### src/inc/shift_params.svh
`ifndef SHIFT_PARAMS_SVH
`define SHIFT_PARAMS_SVH

// geometry of one stage and of the full chain
`define STAGE_BITS 16
`define STAGE_ADDR_BITS 4
`define STAGE_COUNT 8
`define STAGE_TOP 4'hF
`define TAP_ADDR_BITS 7
`define TOTAL_BITS 128
`define INIT_DEFAULT 16'h0000
`define INIT_ALL_DEFAULT 128'h0

// tap address masks per selected length
`define MASK_16 7'h0F
`define MASK_32 7'h1F
`define MASK_64 7'h3F
`define MASK_128 7'h7F

// wishbone register map, byte addresses
`define WB_ADR_BITS 8
`define REG_CTRL 8'h00
`define REG_STATUS 8'h04
`define REG_COUNT 8'h08
`define REG_CONTENT0 8'h10
`define REG_CONTENT1 8'h14
`define REG_CONTENT2 8'h18
`define REG_CONTENT3 8'h1C

// control register fields
`define CTRL_WIDTH 6
`define CTRL_CLK_INV 0
`define CTRL_EN_INV 1
`define CTRL_EN_USED 2
`define CTRL_CASC_USED 3
`define CTRL_LEN_LO 4
`define CTRL_LEN_HI 5
`define CTRL_RESET 6'h3C

// status register fields
`define STAT_TAP 0
`define STAT_CASC 1
`define STAT_SHIFT_CLK 2
`define STAT_TAPSEL_LO 8
`define STAT_TAPSEL_HI 14

`define WORD_ZERO 32'h0000_0000
`define COUNT_ONE 32'h0000_0001

`endif

### src/inc/shift_pkg.sv
`include "shift_params.svh"

package shift_pkg;

    // overall chain length chosen by software
    typedef enum logic [1:0]
    {
        LEN_16 = 2'b00,
        LEN_32 = 2'b01,
        LEN_64 = 2'b10,
        LEN_128 = 2'b11
    } length_mode_t;

    typedef logic [`TAP_ADDR_BITS-1:0] tap_addr_t;
    typedef logic [31:0] word_t;
    typedef logic [`STAGE_BITS-1:0] stage_bits_t;

endpackage

### src/core/cascadable_shift_stage_en.sv
`timescale 1ns/1ns
`default_nettype none
`include "shift_params.svh"

// one 16-bit addressable stage with shift enable and cascade output
module cascadable_shift_stage_en
    import shift_pkg::*;
#(
    parameter stage_bits_t INIT = `INIT_DEFAULT // contents after configuration
)
(
    input wire logic clk_i,
    input wire logic shift_i,
    input wire logic serial_i,
    input wire logic [`STAGE_ADDR_BITS-1:0] tap_sel_i,
    output logic tap_o,
    output logic cascade_o,
    output stage_bits_t contents_o
);

    // storage starts from the configuration value and is never reset
    stage_bits_t bits_reg = INIT;
    stage_bits_t bits_next;

    // new bit enters at position zero, all others move up one place
    assign bits_next = shift_i ? {bits_reg[`STAGE_BITS-2:0], serial_i} : bits_reg;

    // one edge per shift; no reset term so a global reset leaves contents
    always_ff @(posedge clk_i)
    begin
        bits_reg <= bits_next;
    end

    // tap is a pure mux on the address, no clock involved
    assign tap_o = bits_reg[tap_sel_i];
    // last bit leaves the stage here, address has no say in it
    assign cascade_o = bits_reg[`STAGE_TOP];
    assign contents_o = bits_reg;

endmodule

`default_nettype wire

### src/core/addressable_shift_register.sv
// The Wishbone interface to the registers and the placing of the registers were decided locally.
`timescale 1ns/1ns
`default_nettype none
`include "shift_params.svh"

module addressable_shift_register
    import shift_pkg::*;
#(
    // configuration contents, 16 bits per stage, stage 0 in the low bits
    parameter logic [`TOTAL_BITS-1:0] INIT = `INIT_ALL_DEFAULT
)
(
    input wire logic clk_i,
    input wire logic rst_i,
    // wishbone slave
    input wire logic wb_cyc_i,
    input wire logic wb_stb_i,
    input wire logic wb_we_i,
    input wire logic [`WB_ADR_BITS-1:0] wb_adr_i,
    input wire logic [3:0] wb_sel_i,
    input wire logic [31:0] wb_dat_i,
    output logic [31:0] wb_dat_o,
    output logic wb_ack_o,
    // user side of the shift register
    input wire logic shift_clk_i,
    input wire logic shift_enable_i,
    input wire logic serial_in_i,
    input wire tap_addr_t tap_select_i,
    output logic tap_out_o,
    output logic cascade_out_o
);

    // ------------------------------------------------------------------
    // control register and its decoded fields
    // ------------------------------------------------------------------

    logic [`CTRL_WIDTH-1:0] ctrl_reg; // software configuration
    logic [`CTRL_WIDTH-1:0] ctrl_next;
    logic clk_invert; // shift on falling edge of shift clock
    logic en_invert; // enable is active low
    logic en_used; // variant with enable pin
    logic casc_used; // variant with cascade output
    length_mode_t len_mode; // overall chain length

    assign clk_invert = ctrl_reg[`CTRL_CLK_INV];
    assign en_invert = ctrl_reg[`CTRL_EN_INV];
    assign en_used = ctrl_reg[`CTRL_EN_USED];
    assign casc_used = ctrl_reg[`CTRL_CASC_USED];
    assign len_mode = length_mode_t'(ctrl_reg[`CTRL_LEN_HI:`CTRL_LEN_LO]);

    // ------------------------------------------------------------------
    // shift edge detection
    // the shift clock is a plain synchronous input, sampled once per
    // system clock; this costs one cycle of latency but keeps a single
    // clock domain, and it lets the active edge be a software choice
    // ------------------------------------------------------------------

    logic shift_clk_prev_reg; // last sample of the shift clock
    logic rise_edge; // low to high seen this cycle
    logic fall_edge; // high to low seen this cycle
    logic active_edge; // the edge that the variant shifts on
    logic enable_level; // enable after polarity correction
    logic shift_now; // one-cycle shift command to every stage

    assign rise_edge = shift_clk_i & ~shift_clk_prev_reg;
    assign fall_edge = ~shift_clk_i & shift_clk_prev_reg;
    // pick the edge per the inversion bit
    assign active_edge = clk_invert ? fall_edge : rise_edge;
    // polarity of the enable, independent of the edge choice
    assign enable_level = shift_enable_i ^ en_invert;
    // without an enable pin the register shifts on every active edge
    assign shift_now = active_edge & (~en_used | enable_level);

    // edge history; not cleared by reset so a reset pulse cannot fake an edge
    always_ff @(posedge clk_i)
    begin
        shift_clk_prev_reg <= shift_clk_i;
    end

    // ------------------------------------------------------------------
    // stage chain: eight 16-bit stages, each after the first fed by the previous cascade
    // ------------------------------------------------------------------

    logic [`STAGE_COUNT-1:0] stage_tap; // per-stage tap outputs
    logic [`STAGE_COUNT-1:0] stage_casc; // per-stage last bits
    logic [`STAGE_COUNT-1:0] stage_in; // per-stage serial inputs
    stage_bits_t stage_bits [`STAGE_COUNT]; // contents, read back by software
    tap_addr_t tap_eff; // tap address masked to the selected length
    tap_addr_t tap_mask; // address bits that the length mode keeps

    // first stage takes the user input, the rest chain by cascade
    assign stage_in = {stage_casc[`STAGE_COUNT-2:0], serial_in_i};

    genvar gi;
    generate
        for (gi = 0; gi < `STAGE_COUNT; gi++)
        begin : g_stage
            // every stage sees the same clock and shift command
            cascadable_shift_stage_en #(
                .INIT(INIT[gi*`STAGE_BITS +: `STAGE_BITS])
            ) u_stage (
                .clk_i(clk_i),
                .shift_i(shift_now),
                .serial_i(stage_in[gi]),
                .tap_sel_i(tap_eff[`STAGE_ADDR_BITS-1:0]),
                .tap_o(stage_tap[gi]),
                .cascade_o(stage_casc[gi]),
                .contents_o(stage_bits[gi])
            );
        end
    endgenerate

    // ------------------------------------------------------------------
    // length mode decode: address width and cascade tap point
    // ------------------------------------------------------------------

    logic casc_sel; // last bit of the selected length

    always_comb
    begin
        unique case (len_mode)
            LEN_16:
            begin
                tap_mask = `MASK_16; // four address bits
                casc_sel = stage_casc[0];
            end
            LEN_32:
            begin
                tap_mask = `MASK_32;
                casc_sel = stage_casc[1];
            end
            LEN_64:
            begin
                tap_mask = `MASK_64;
                casc_sel = stage_casc[3];
            end
            LEN_128:
            begin
                tap_mask = `MASK_128;
                casc_sel = stage_casc[`STAGE_COUNT-1];
            end
        endcase
    end

    // upper address bits beyond the selected length are forced to zero
    assign tap_eff = tap_select_i & tap_mask;

    // ------------------------------------------------------------------
    // wide tap multiplexer tree, purely combinational so that a new
    // address shows immediately; a constant address and length mode make the tap a
    // fixed-length register output that only moves on shifts
    // ------------------------------------------------------------------

    logic [3:0] wide_mux_level1; // pairs of stages, steered by bit 4
    logic [1:0] wide_mux_level2; // 64-bit halves, steered by bit 5
    logic wide_mux_level3; // full register, steered by bit 6

    genvar gm;
    generate
        for (gm = 0; gm < 4; gm++)
        begin : g_level1
            assign wide_mux_level1[gm] = tap_eff[4] ? stage_tap[2*gm+1] : stage_tap[2*gm];
        end
        for (gm = 0; gm < 2; gm++)
        begin : g_level2
            assign wide_mux_level2[gm] =
                tap_eff[5] ? wide_mux_level1[2*gm+1] : wide_mux_level1[2*gm];
        end
    endgenerate

    // top bit picks between the two 64-bit halves
    assign wide_mux_level3 = tap_eff[6] ? wide_mux_level2[1] : wide_mux_level2[0];

    // tap output follows the address with no clock in the path
    assign tap_out_o = wide_mux_level3;
    // cascade output only where the variant has one; it comes from stage bits
    assign cascade_out_o = casc_used & casc_sel;

    // ------------------------------------------------------------------
    // shift counter, lets software see how many shifts were taken
    // a clear and a shift in the same cycle keeps the shift
    // ------------------------------------------------------------------

    word_t shift_count_reg; // enabled shifts since last clear
    word_t shift_count_next;

    // ------------------------------------------------------------------
    // wishbone slave decode
    // single-cycle ack: request seen in cycle 0, ack in cycle 1, ack
    // drops in cycle 2 even if the master keeps stb high
    // ------------------------------------------------------------------

    logic ack_reg; // registered acknowledge
    word_t rdata_reg; // registered read data
    word_t rdata_next;
    logic wb_req; // new request, not yet answered
    logic wb_wr; // write taken this cycle
    logic hit_ctrl; // address decodes
    logic hit_status;
    logic hit_count;
    logic hit_content0;
    logic hit_content1;
    logic hit_content2;
    logic hit_content3;
    word_t status_word; // live status view
    word_t ctrl_word; // control read back

    assign wb_req = wb_cyc_i & wb_stb_i & ~ack_reg;
    assign wb_wr = wb_req & wb_we_i;
    assign hit_ctrl = (wb_adr_i == `REG_CTRL);
    assign hit_status = (wb_adr_i == `REG_STATUS);
    assign hit_count = (wb_adr_i == `REG_COUNT);
    assign hit_content0 = (wb_adr_i == `REG_CONTENT0);
    assign hit_content1 = (wb_adr_i == `REG_CONTENT1);
    assign hit_content2 = (wb_adr_i == `REG_CONTENT2);
    assign hit_content3 = (wb_adr_i == `REG_CONTENT3);

    // control bits all sit in byte lane 0
    assign ctrl_next = (wb_wr & hit_ctrl & wb_sel_i[0]) ?
        wb_dat_i[`CTRL_WIDTH-1:0] : ctrl_reg;

    // clear on write of any byte lane, but a same-cycle shift is counted
    assign shift_count_next = (wb_wr & hit_count & (|wb_sel_i)) ?
        (shift_now ? `COUNT_ONE : `WORD_ZERO) :
        (shift_count_reg + (shift_now ? `COUNT_ONE : `WORD_ZERO));

    assign ctrl_word = {{(32-`CTRL_WIDTH){1'b0}}, ctrl_reg};

    // status: outputs, sampled shift clock and the raw tap address
    assign status_word = {
        {(31-`STAT_TAPSEL_HI){1'b0}},
        tap_select_i,
        {(`STAT_TAPSEL_LO-`STAT_SHIFT_CLK-1){1'b0}},
        shift_clk_prev_reg,
        cascade_out_o,
        tap_out_o
    };

    // read data mux; unmapped addresses answer with zero
    assign rdata_next =
        hit_ctrl ? ctrl_word :
        hit_status ? status_word :
        hit_count ? shift_count_reg :
        hit_content0 ? {stage_bits[1], stage_bits[0]} :
        hit_content1 ? {stage_bits[3], stage_bits[2]} :
        hit_content2 ? {stage_bits[5], stage_bits[4]} :
        hit_content3 ? {stage_bits[7], stage_bits[6]} :
        `WORD_ZERO;

    // bus state and configuration; the shift contents have no reset
    always_ff @(posedge clk_i)
    begin
        if (rst_i)
        begin
            ack_reg <= 1'b0;
            rdata_reg <= `WORD_ZERO;
            ctrl_reg <= `CTRL_RESET; // rising edge, active high, all options
            shift_count_reg <= `WORD_ZERO;
        end
        else
        begin
            ack_reg <= wb_req;
            rdata_reg <= wb_req ? rdata_next : rdata_reg;
            ctrl_reg <= ctrl_next;
            shift_count_reg <= shift_count_next;
        end
    end

    assign wb_ack_o = ack_reg;
    assign wb_dat_o = rdata_reg;

endmodule

`default_nettype wire

### config.mk
export PLATFORM = sky130hd
export DESIGN_NAME = addressable_shift_register
export DESIGN_NICKNAME = d
export VERILOG_FILES = /design/src/inc/shift_pkg.sv /design/src/core/cascadable_shift_stage_en.sv /design/src/core/addressable_shift_register.sv
export VERILOG_INCLUDE_DIRS = /design/src /design/src/inc
export SDC_FILE = /design/constraint.sdc
export NUM_CORES = 1
export LEC_CHECK = 0
export ABC_AREA = 1
export BUFFER_PORTS_ARGS = -buffer_cell sky130_fd_sc_hd__buf_2
export CORE_UTILIZATION = 45
export DETAILED_ROUTE_END_ITERATION = 10
export SLEW_MARGIN = 20
export SYNTH_ARGS = -nofsm -noshare
export SYNTH_HDL_FRONTEND = slang
export SYNTH_SLANG_ARGS = --single-unit
export TNS_END_PERCENT = 20
### constraint.sdc
create_clock -name clk_i -period 15.2 [get_ports clk_i]
set_input_delay 1.52 -clock clk_i [delete_from_list [all_inputs] [get_ports clk_i]]
set_output_delay 1.52 -clock clk_i [all_outputs]
set_load 0.01 [all_outputs]
=== Word-level counts from Yosys, hierarchy flattened ===
Index checks and enable logic that the tools add are counted.

* Add/subtract/negate cells: 1
* Magnitude comparators: 1
* Equal/unequal tests: 9
* Multiplexer cells: 35
* Bitwise gates (word level): 18
* Reduce and logical (&&, ||, !) cells: 3

{| class="wikitable"
|+ Operators by type and width
! cell !! count
|-
| 2-to-1 mux 32 bit || 8
|-
| adder 32 x 1 -> 32 bit || 1
|-
| binary-select mux 1 bit (select 4 bit) || 8
|-
| equality test 8 x 5 -> 1 bit, second input constant || 4
|-
| one-hot mux 7 bit (4 select lines) || 1
|-
| 2-to-1 mux 1 bit || 17
|-
| bitwise AND 1 bit || 11
|-
| equality test 8 x 3 -> 1 bit, second input constant || 1
|-
| equality test 8 x 4 -> 1 bit, second input constant || 1
|-
| logical NOT 8 bit || 1
|-
| bitwise AND 7 bit || 1
|-
| less-than comparator 4 x 5 -> 1 bit, second input constant || 1
|-
| equality test 2 bit, second input constant || 2
|-
| inverter 1 bit || 4
|-
| one-hot mux 1 bit (4 select lines) || 1
|-
| OR reduction 4 bit || 1
|-
| equality test 2 x 1 -> 1 bit, second input constant || 1
|-
| logical NOT 2 bit || 1
|-
| OR 1 bit || 1
|-
| XOR 1 bit || 1
|}

* Register bits after elaboration: 200
* Input port bits: 59
* Output and inout bits: 35
* Logic and storage cells: 80

=== Depth between registers and ports, before layout ===
* Word-level depth: 10
* Mapped depth: 16
* Gate-level depth less buffers: 16

=== Cells and area by module ===
From an unflattened synthesis, not the netlist that was laid out.

* Cells, all modules: 1,326
* Area, all modules: 10,563.9 um^2

{| class="wikitable"
|+ Modules (own cells, without submodules)
! module !! times used !! cells each !! area an instance (um^2) !! sequential area each (um^2)
|-
| cascadable_shift_stage_en || 8 || 67 || 715.7 || 480.5
|-
| addressable_shift_register || 1 || 790 || 4,838.4 || 1,441.4
|}

=== Worst setup path before layout ===
No wires, ideal clock.

* Kind: input to register
* Start: input port shift_enable_i
* End: register shift_count_reg[30]
* Setup time: 122 ps
* Arrival: 13,963 ps
* Required time: 15,078 ps
* Path slack: 1,115 ps
* Cell stages on the path: 14
* Path buffers: 0
* Path through: nor2_1 -> nor2_1 -> a221oi_1 -> ha_1 -> ha_1 -> nand2_1 -> nor3_2 -> nand4_2 -> inv_1 -> nand2_2 -> nor2_2 -> nand2_2 -> o21ai_0 -> a21oi_1

* Longest elaborated chain between the ends: 6

{| class="wikitable"
|+ RTL lines
! element !! line !! text
|-
| start: declaration || addressable_shift_register.sv:26 || <nowiki>input wire logic shift_enable_i,</nowiki>
|-
| XOR 1 bit || addressable_shift_register.sv:70 || <nowiki>assign enable_level = shift_enable_i ^ en_invert;</nowiki>
|-
| OR 1 bit || addressable_shift_register.sv:72 || <nowiki>assign shift_now = active_edge & (~en_used | enable_level);</nowiki>
|-
| bitwise AND 1 bit || addressable_shift_register.sv:72 ||
|-
| via g_stage[0].u_stage.shift_i || cascadable_shift_stage_en.sv:13 || <nowiki>input wire logic shift_i,</nowiki>
|-
| 2-to-1 mux 1 bit (no source line) || - ||
|-
| adder 32 x 1 -> 32 bit || addressable_shift_register.sv:225 || <nowiki>(shift_count_reg + (shift_now ? `COUNT_ONE : `WORD_ZERO));</nowiki>
|-
| 2-to-1 mux 32 bit || addressable_shift_register.sv:223 || <nowiki>assign shift_count_next = (wb_wr & hit_count & (|wb_sel_i)) ?</nowiki>
|-
| end signal: assignment || addressable_shift_register.sv:258 || <nowiki>shift_count_reg <= `WORD_ZERO;</nowiki>
|-
| end signal: assignment || addressable_shift_register.sv:265 || <nowiki>shift_count_reg <= shift_count_next;</nowiki>
|-
| end: declaration || addressable_shift_register.sv:184 || <nowiki>word_t shift_count_reg;</nowiki>
|}

The timed path passes the listed nets, and every way through them passes these cells.
A chain may end at the register's enable or synchronous reset.

=== Final worst setup path ===
* Start: input port tap_select_i[0]
* End: output port tap_out_o

* Longest elaborated chain between the ends: 6
* Elaborated cells between the ends (all ways): 24
* Classes of those cells: mux (23); bitwise (1)

{| class="wikitable"
|+ RTL lines
! element !! line !! text
|-
| start: declaration || addressable_shift_register.sv:28 || <nowiki>input wire tap_addr_t tap_select_i,</nowiki>
|-
| bitwise AND 7 bit (*) || addressable_shift_register.sv:146 || <nowiki>assign tap_eff = tap_select_i & tap_mask;</nowiki>
|-
| binary-select mux 1 bit (select 4 bit) || cascadable_shift_stage_en.sv:35 || <nowiki>assign tap_o = bits_reg[tap_sel_i];</nowiki>
|-
| 2-to-1 mux 1 bit (implied by the code) || cascadable_shift_stage_en.sv:35 ||
|-
| 2-to-1 mux 1 bit || addressable_shift_register.sv:162 || <nowiki>assign wide_mux_level1[gm] = tap_eff[4] ? stage_tap[2*gm+1] : stage_tap[2*gm];</nowiki>
|-
| 2-to-1 mux 1 bit || addressable_shift_register.sv:167 || <nowiki>tap_eff[5] ? wide_mux_level1[2*gm+1] : wide_mux_level1[2*gm];</nowiki>
|-
| 2-to-1 mux 1 bit (*) || addressable_shift_register.sv:172 || <nowiki>assign wide_mux_level3 = tap_eff[6] ? wide_mux_level2[1] : wide_mux_level2[0];</nowiki>
|-
| end: declaration || addressable_shift_register.sv:29 || <nowiki>output logic tap_out_o,</nowiki>
|}

Mark *: on every way between the ends. The rest lies on a longest branch, timed or not. The select of a mux whose other input is x is not followed.

==> impl_metrics.env <==
export IMPL_die_h_um=146
export IMPL_diodes=0
export IMPL_required_ns=13.68
export IMPL_largest_reg_flops=128
export IMPL_synth_enable_flop_cells=128
export IMPL_cts_tree="built"
export IMPL_worst_slack_ns=9.52
export IMPL_cts_buffer_depth=2
export IMPL_die_x_um=146
export IMPL_ir_drop_v=0.0000754
export IMPL_synth_top_area_share_pct=41.1
export IMPL_maxSlewHeadroom_pct=24.8
export IMPL_hold_path_class="flip-flop to flip-flop"
export IMPL_routed_wl_um=25500
export IMPL_rsz0062_at_grt="no"
export IMPL_num_vias=7730
export IMPL_h_tree_depth=4
export IMPL_vias_per_cell=5.59
export IMPL_cts_resized_gates=0
export IMPL_start_util_pct=46.1
export IMPL_async_flop_share_pct=0
export IMPL_p_switching_uw=262
export IMPL_max_freq_ghz=0.176
export IMPL_cp_common_cell="nand3_1"
export IMPL_cpMaxStageDelayCell="inv_2"
export IMPL_min_period_ns=5.68
export IMPL_ys_types=43
export IMPL_nFillCells=1946
export IMPL_crit_type="input port to output pin"
export IMPL_hold_viol=0
export IMPL_ys_top_cells_by_count="nand2_1 (289), nand3_1 (159), edfxtp_1 (128)"
export IMPL_cts_buffers=17
export IMPL_yosys_warnings=0
export IMPL_final_cell_area_sq_um=10500
export IMPL_crit_fanout=71
export IMPL_worstPathCellList="buf_2 > buf_4 > inv_2 > nand2_1 > nand3_1 > nand3_1 > nand3_1 > nand2_1 > nand2_1 > nand3_1 > nand3_1 > and2_1 > buf_2"
export IMPL_cts_num_sinks=200
export IMPL_power_density_nw_per_um2=106
export IMPL_skew_ns=0.0165
export IMPL_ant_nets=0
export IMPL_drc_errors=0
export IMPL_drive_above_1_share_pct=11.9
export IMPL_cts_root_buf="clkbuf_16"
export IMPL_hold_buffers=0
export IMPL_overflow=0
export IMPL_p_sw_share_pct=23.4
export IMPL_clkSlewWorstSetupHoldPaths_ns=0.07
export IMPL_drt_initial_drc_count=832
export IMPL_grt_antenna_before_repair=0
export IMPL_portBuffers=67
export IMPL_synthFlopType="edfxtp_1"
export IMPL_p_leak_uw=0.00396
export IMPL_run_status="finished clean"
export IMPL_tns_ns=0
export IMPL_fin_crit_sh_pct=37.4
export IMPL_p_clk_share_pct=41.2
export IMPL_cp_arrival_ns=4.16
export IMPL_avgSynthCellArea_sq_um=8.82
export IMPL_p_seq_share_pct=53.1
export IMPL_row_count=52
export IMPL_yosys_area_top_type="edfxtp_1"
export IMPL_p_int_uw=856
export IMPL_ys_seq_elements=200
export IMPL_grt_pass1_vias=7124
export IMPL_syn_num_nets=1123
export IMPL_die_area_sq_um=21400
export IMPL_grt_pass1_wl_um=40400
export IMPL_start_kind="input port"
export IMPL_clk_latency_ns=0.44
export IMPL_grt_max_degree=88
export IMPL_post_cts_buffers=0
export IMPL_critPathBufInv=4
export IMPL_grtUsageTotal_pct=24.5
export IMPL_core_sq_um=20300
export IMPL_post_drt_wl_per_cell_um=18.5
export IMPL_syn2layout_area_growth_pct=12.1
export IMPL_syn_inst=1062
export IMPL_nets=1162
export IMPL_slew_viol_final=0
export IMPL_critPathCaptureType="output pin"
export IMPL_post_place_ws_ns=9.54
export IMPL_ys_seq_area_share_pct=56.4
export IMPL_place_hpwl_um=16600
export IMPL_synth_most_common_cell="nand2_1"
export IMPL_slowest_delay_ns=0.66
export IMPL_ios=94
export IMPL_tightest_slew_ns=1.13
export IMPL_placed_area_sq_um=9900
export IMPL_place_congestion=0.852
export IMPL_comb_power_share_pct=5.7
export IMPL_first_pass_iters=5
export IMPL_setup_viol=0
export IMPL_drv_cap=0
export IMPL_synth_area_leaders="edfxtp_1 (41%), dfxtp_1 (15%), nand2_1 (12%), nand3_1 (8.5%), a21oi_1 (4.8%)"
export IMPL_cp_top_family="buffers and inverters"
export IMPL_synth_area_sq_um=9360
## per-layer routing
metal / global-route usage, % / part of all wire [%] / up-vias
met4: 7.08 / 1.6 / 0
met5: 0 / 0 / -
met1: 36.2 / 46 / 3638
met3: 4.88 / 8.4 / 27
met2: 36.2 / 44 / 300
li1: - / - / 3765
## final timing paths
check                                   start                          endpoint  slack [ns]  cells past startpoint
max                           tap_select_i[0]                         tap_out_o        9.52                     13
min          g_stage[5].u_stage.contents_o[0]  g_stage[5].u_stage.contents_o[1]        0.45                      0
max reg2reg                       ctrl_reg[1]               shift_count_reg[30]       11.85                     15
min reg2reg  g_stage[5].u_stage.contents_o[0]  g_stage[5].u_stage.contents_o[1]        0.45                      0
## final cells by class
cell class | count | area (sq um) | share of cell area [%]
Timing Repair Buffer | 74 | 392 | 3.73
Multi-Input combinational cell | 735 | 3610 | 34.4
Clock inverter | 10 | 71.3 | 0.679
Tap cell | 270 | 338 | 3.22
Inverter | 73 | 274 | 2.61
Sequential cell | 200 | 5290 | 50.3
Clock buffer | 22 | 529 | 5.04
## power groups by stage
stage / Sequential, uW / Clock (uW) / Combinational, uW
finish: 594 / 460 / 63.7
floorplan: 607 / 0 / 40.9
CTS: 594 / 466 / 63.4
global placement: 606 / 0 / 63.1
detailed placement: 606 / 0 / 63.3
global route: 595 / 487 / 70.6
## metrics by stage
| step | hold slack, ns | util (%) | power [uW] | instances |
|---|---|---|---|---|
| floorplan | 0.426 | - | 648 | 1062 |
| global placement | 0.435 | 48.7 | 669 | 1352 |
| detailed placement | 0.435 | 48.7 | 669 | 1352 |
| CTS | 0.450 | 51.7 | 1120 | 1384 |
| global route | 0.468 | 51.7 | 1150 | 1384 |
| finish | 0.448 | 51.7 | 1120 | 1384 |
## cell usage in the layout, fill, tap and decap left out, drive strengths merged
cell       n
or2        3
nand2    294
a221oi     1
a32oi      1
o31ai      1
nor3      25
xor2       7
nor4       4
nor2      52
o211a      1
clkinv     5
buf       74
nor3b      6
a21oi     90
edfxtp   128
xnor2      1
clkbuf    22
ha         2
a31oi      2
nand3    161
nand4     21
o21ai     23
o22ai      1
o2111ai    9
dfxtp     72
a211oi     2
inv       78
o211ai    27
and2       1
## cells by family after synthesis
group / share of synthesized area, %
XOR/XNOR: 0.748
AND/OR/NAND/NOR: 27.4
AO/OA/AOI/OAI: 9.82
adder cells (fa/ha/maj): 0.267
buffers and inverters: 5.33
flip-flops: 56.4
Power figures use the tool's default switching activity.
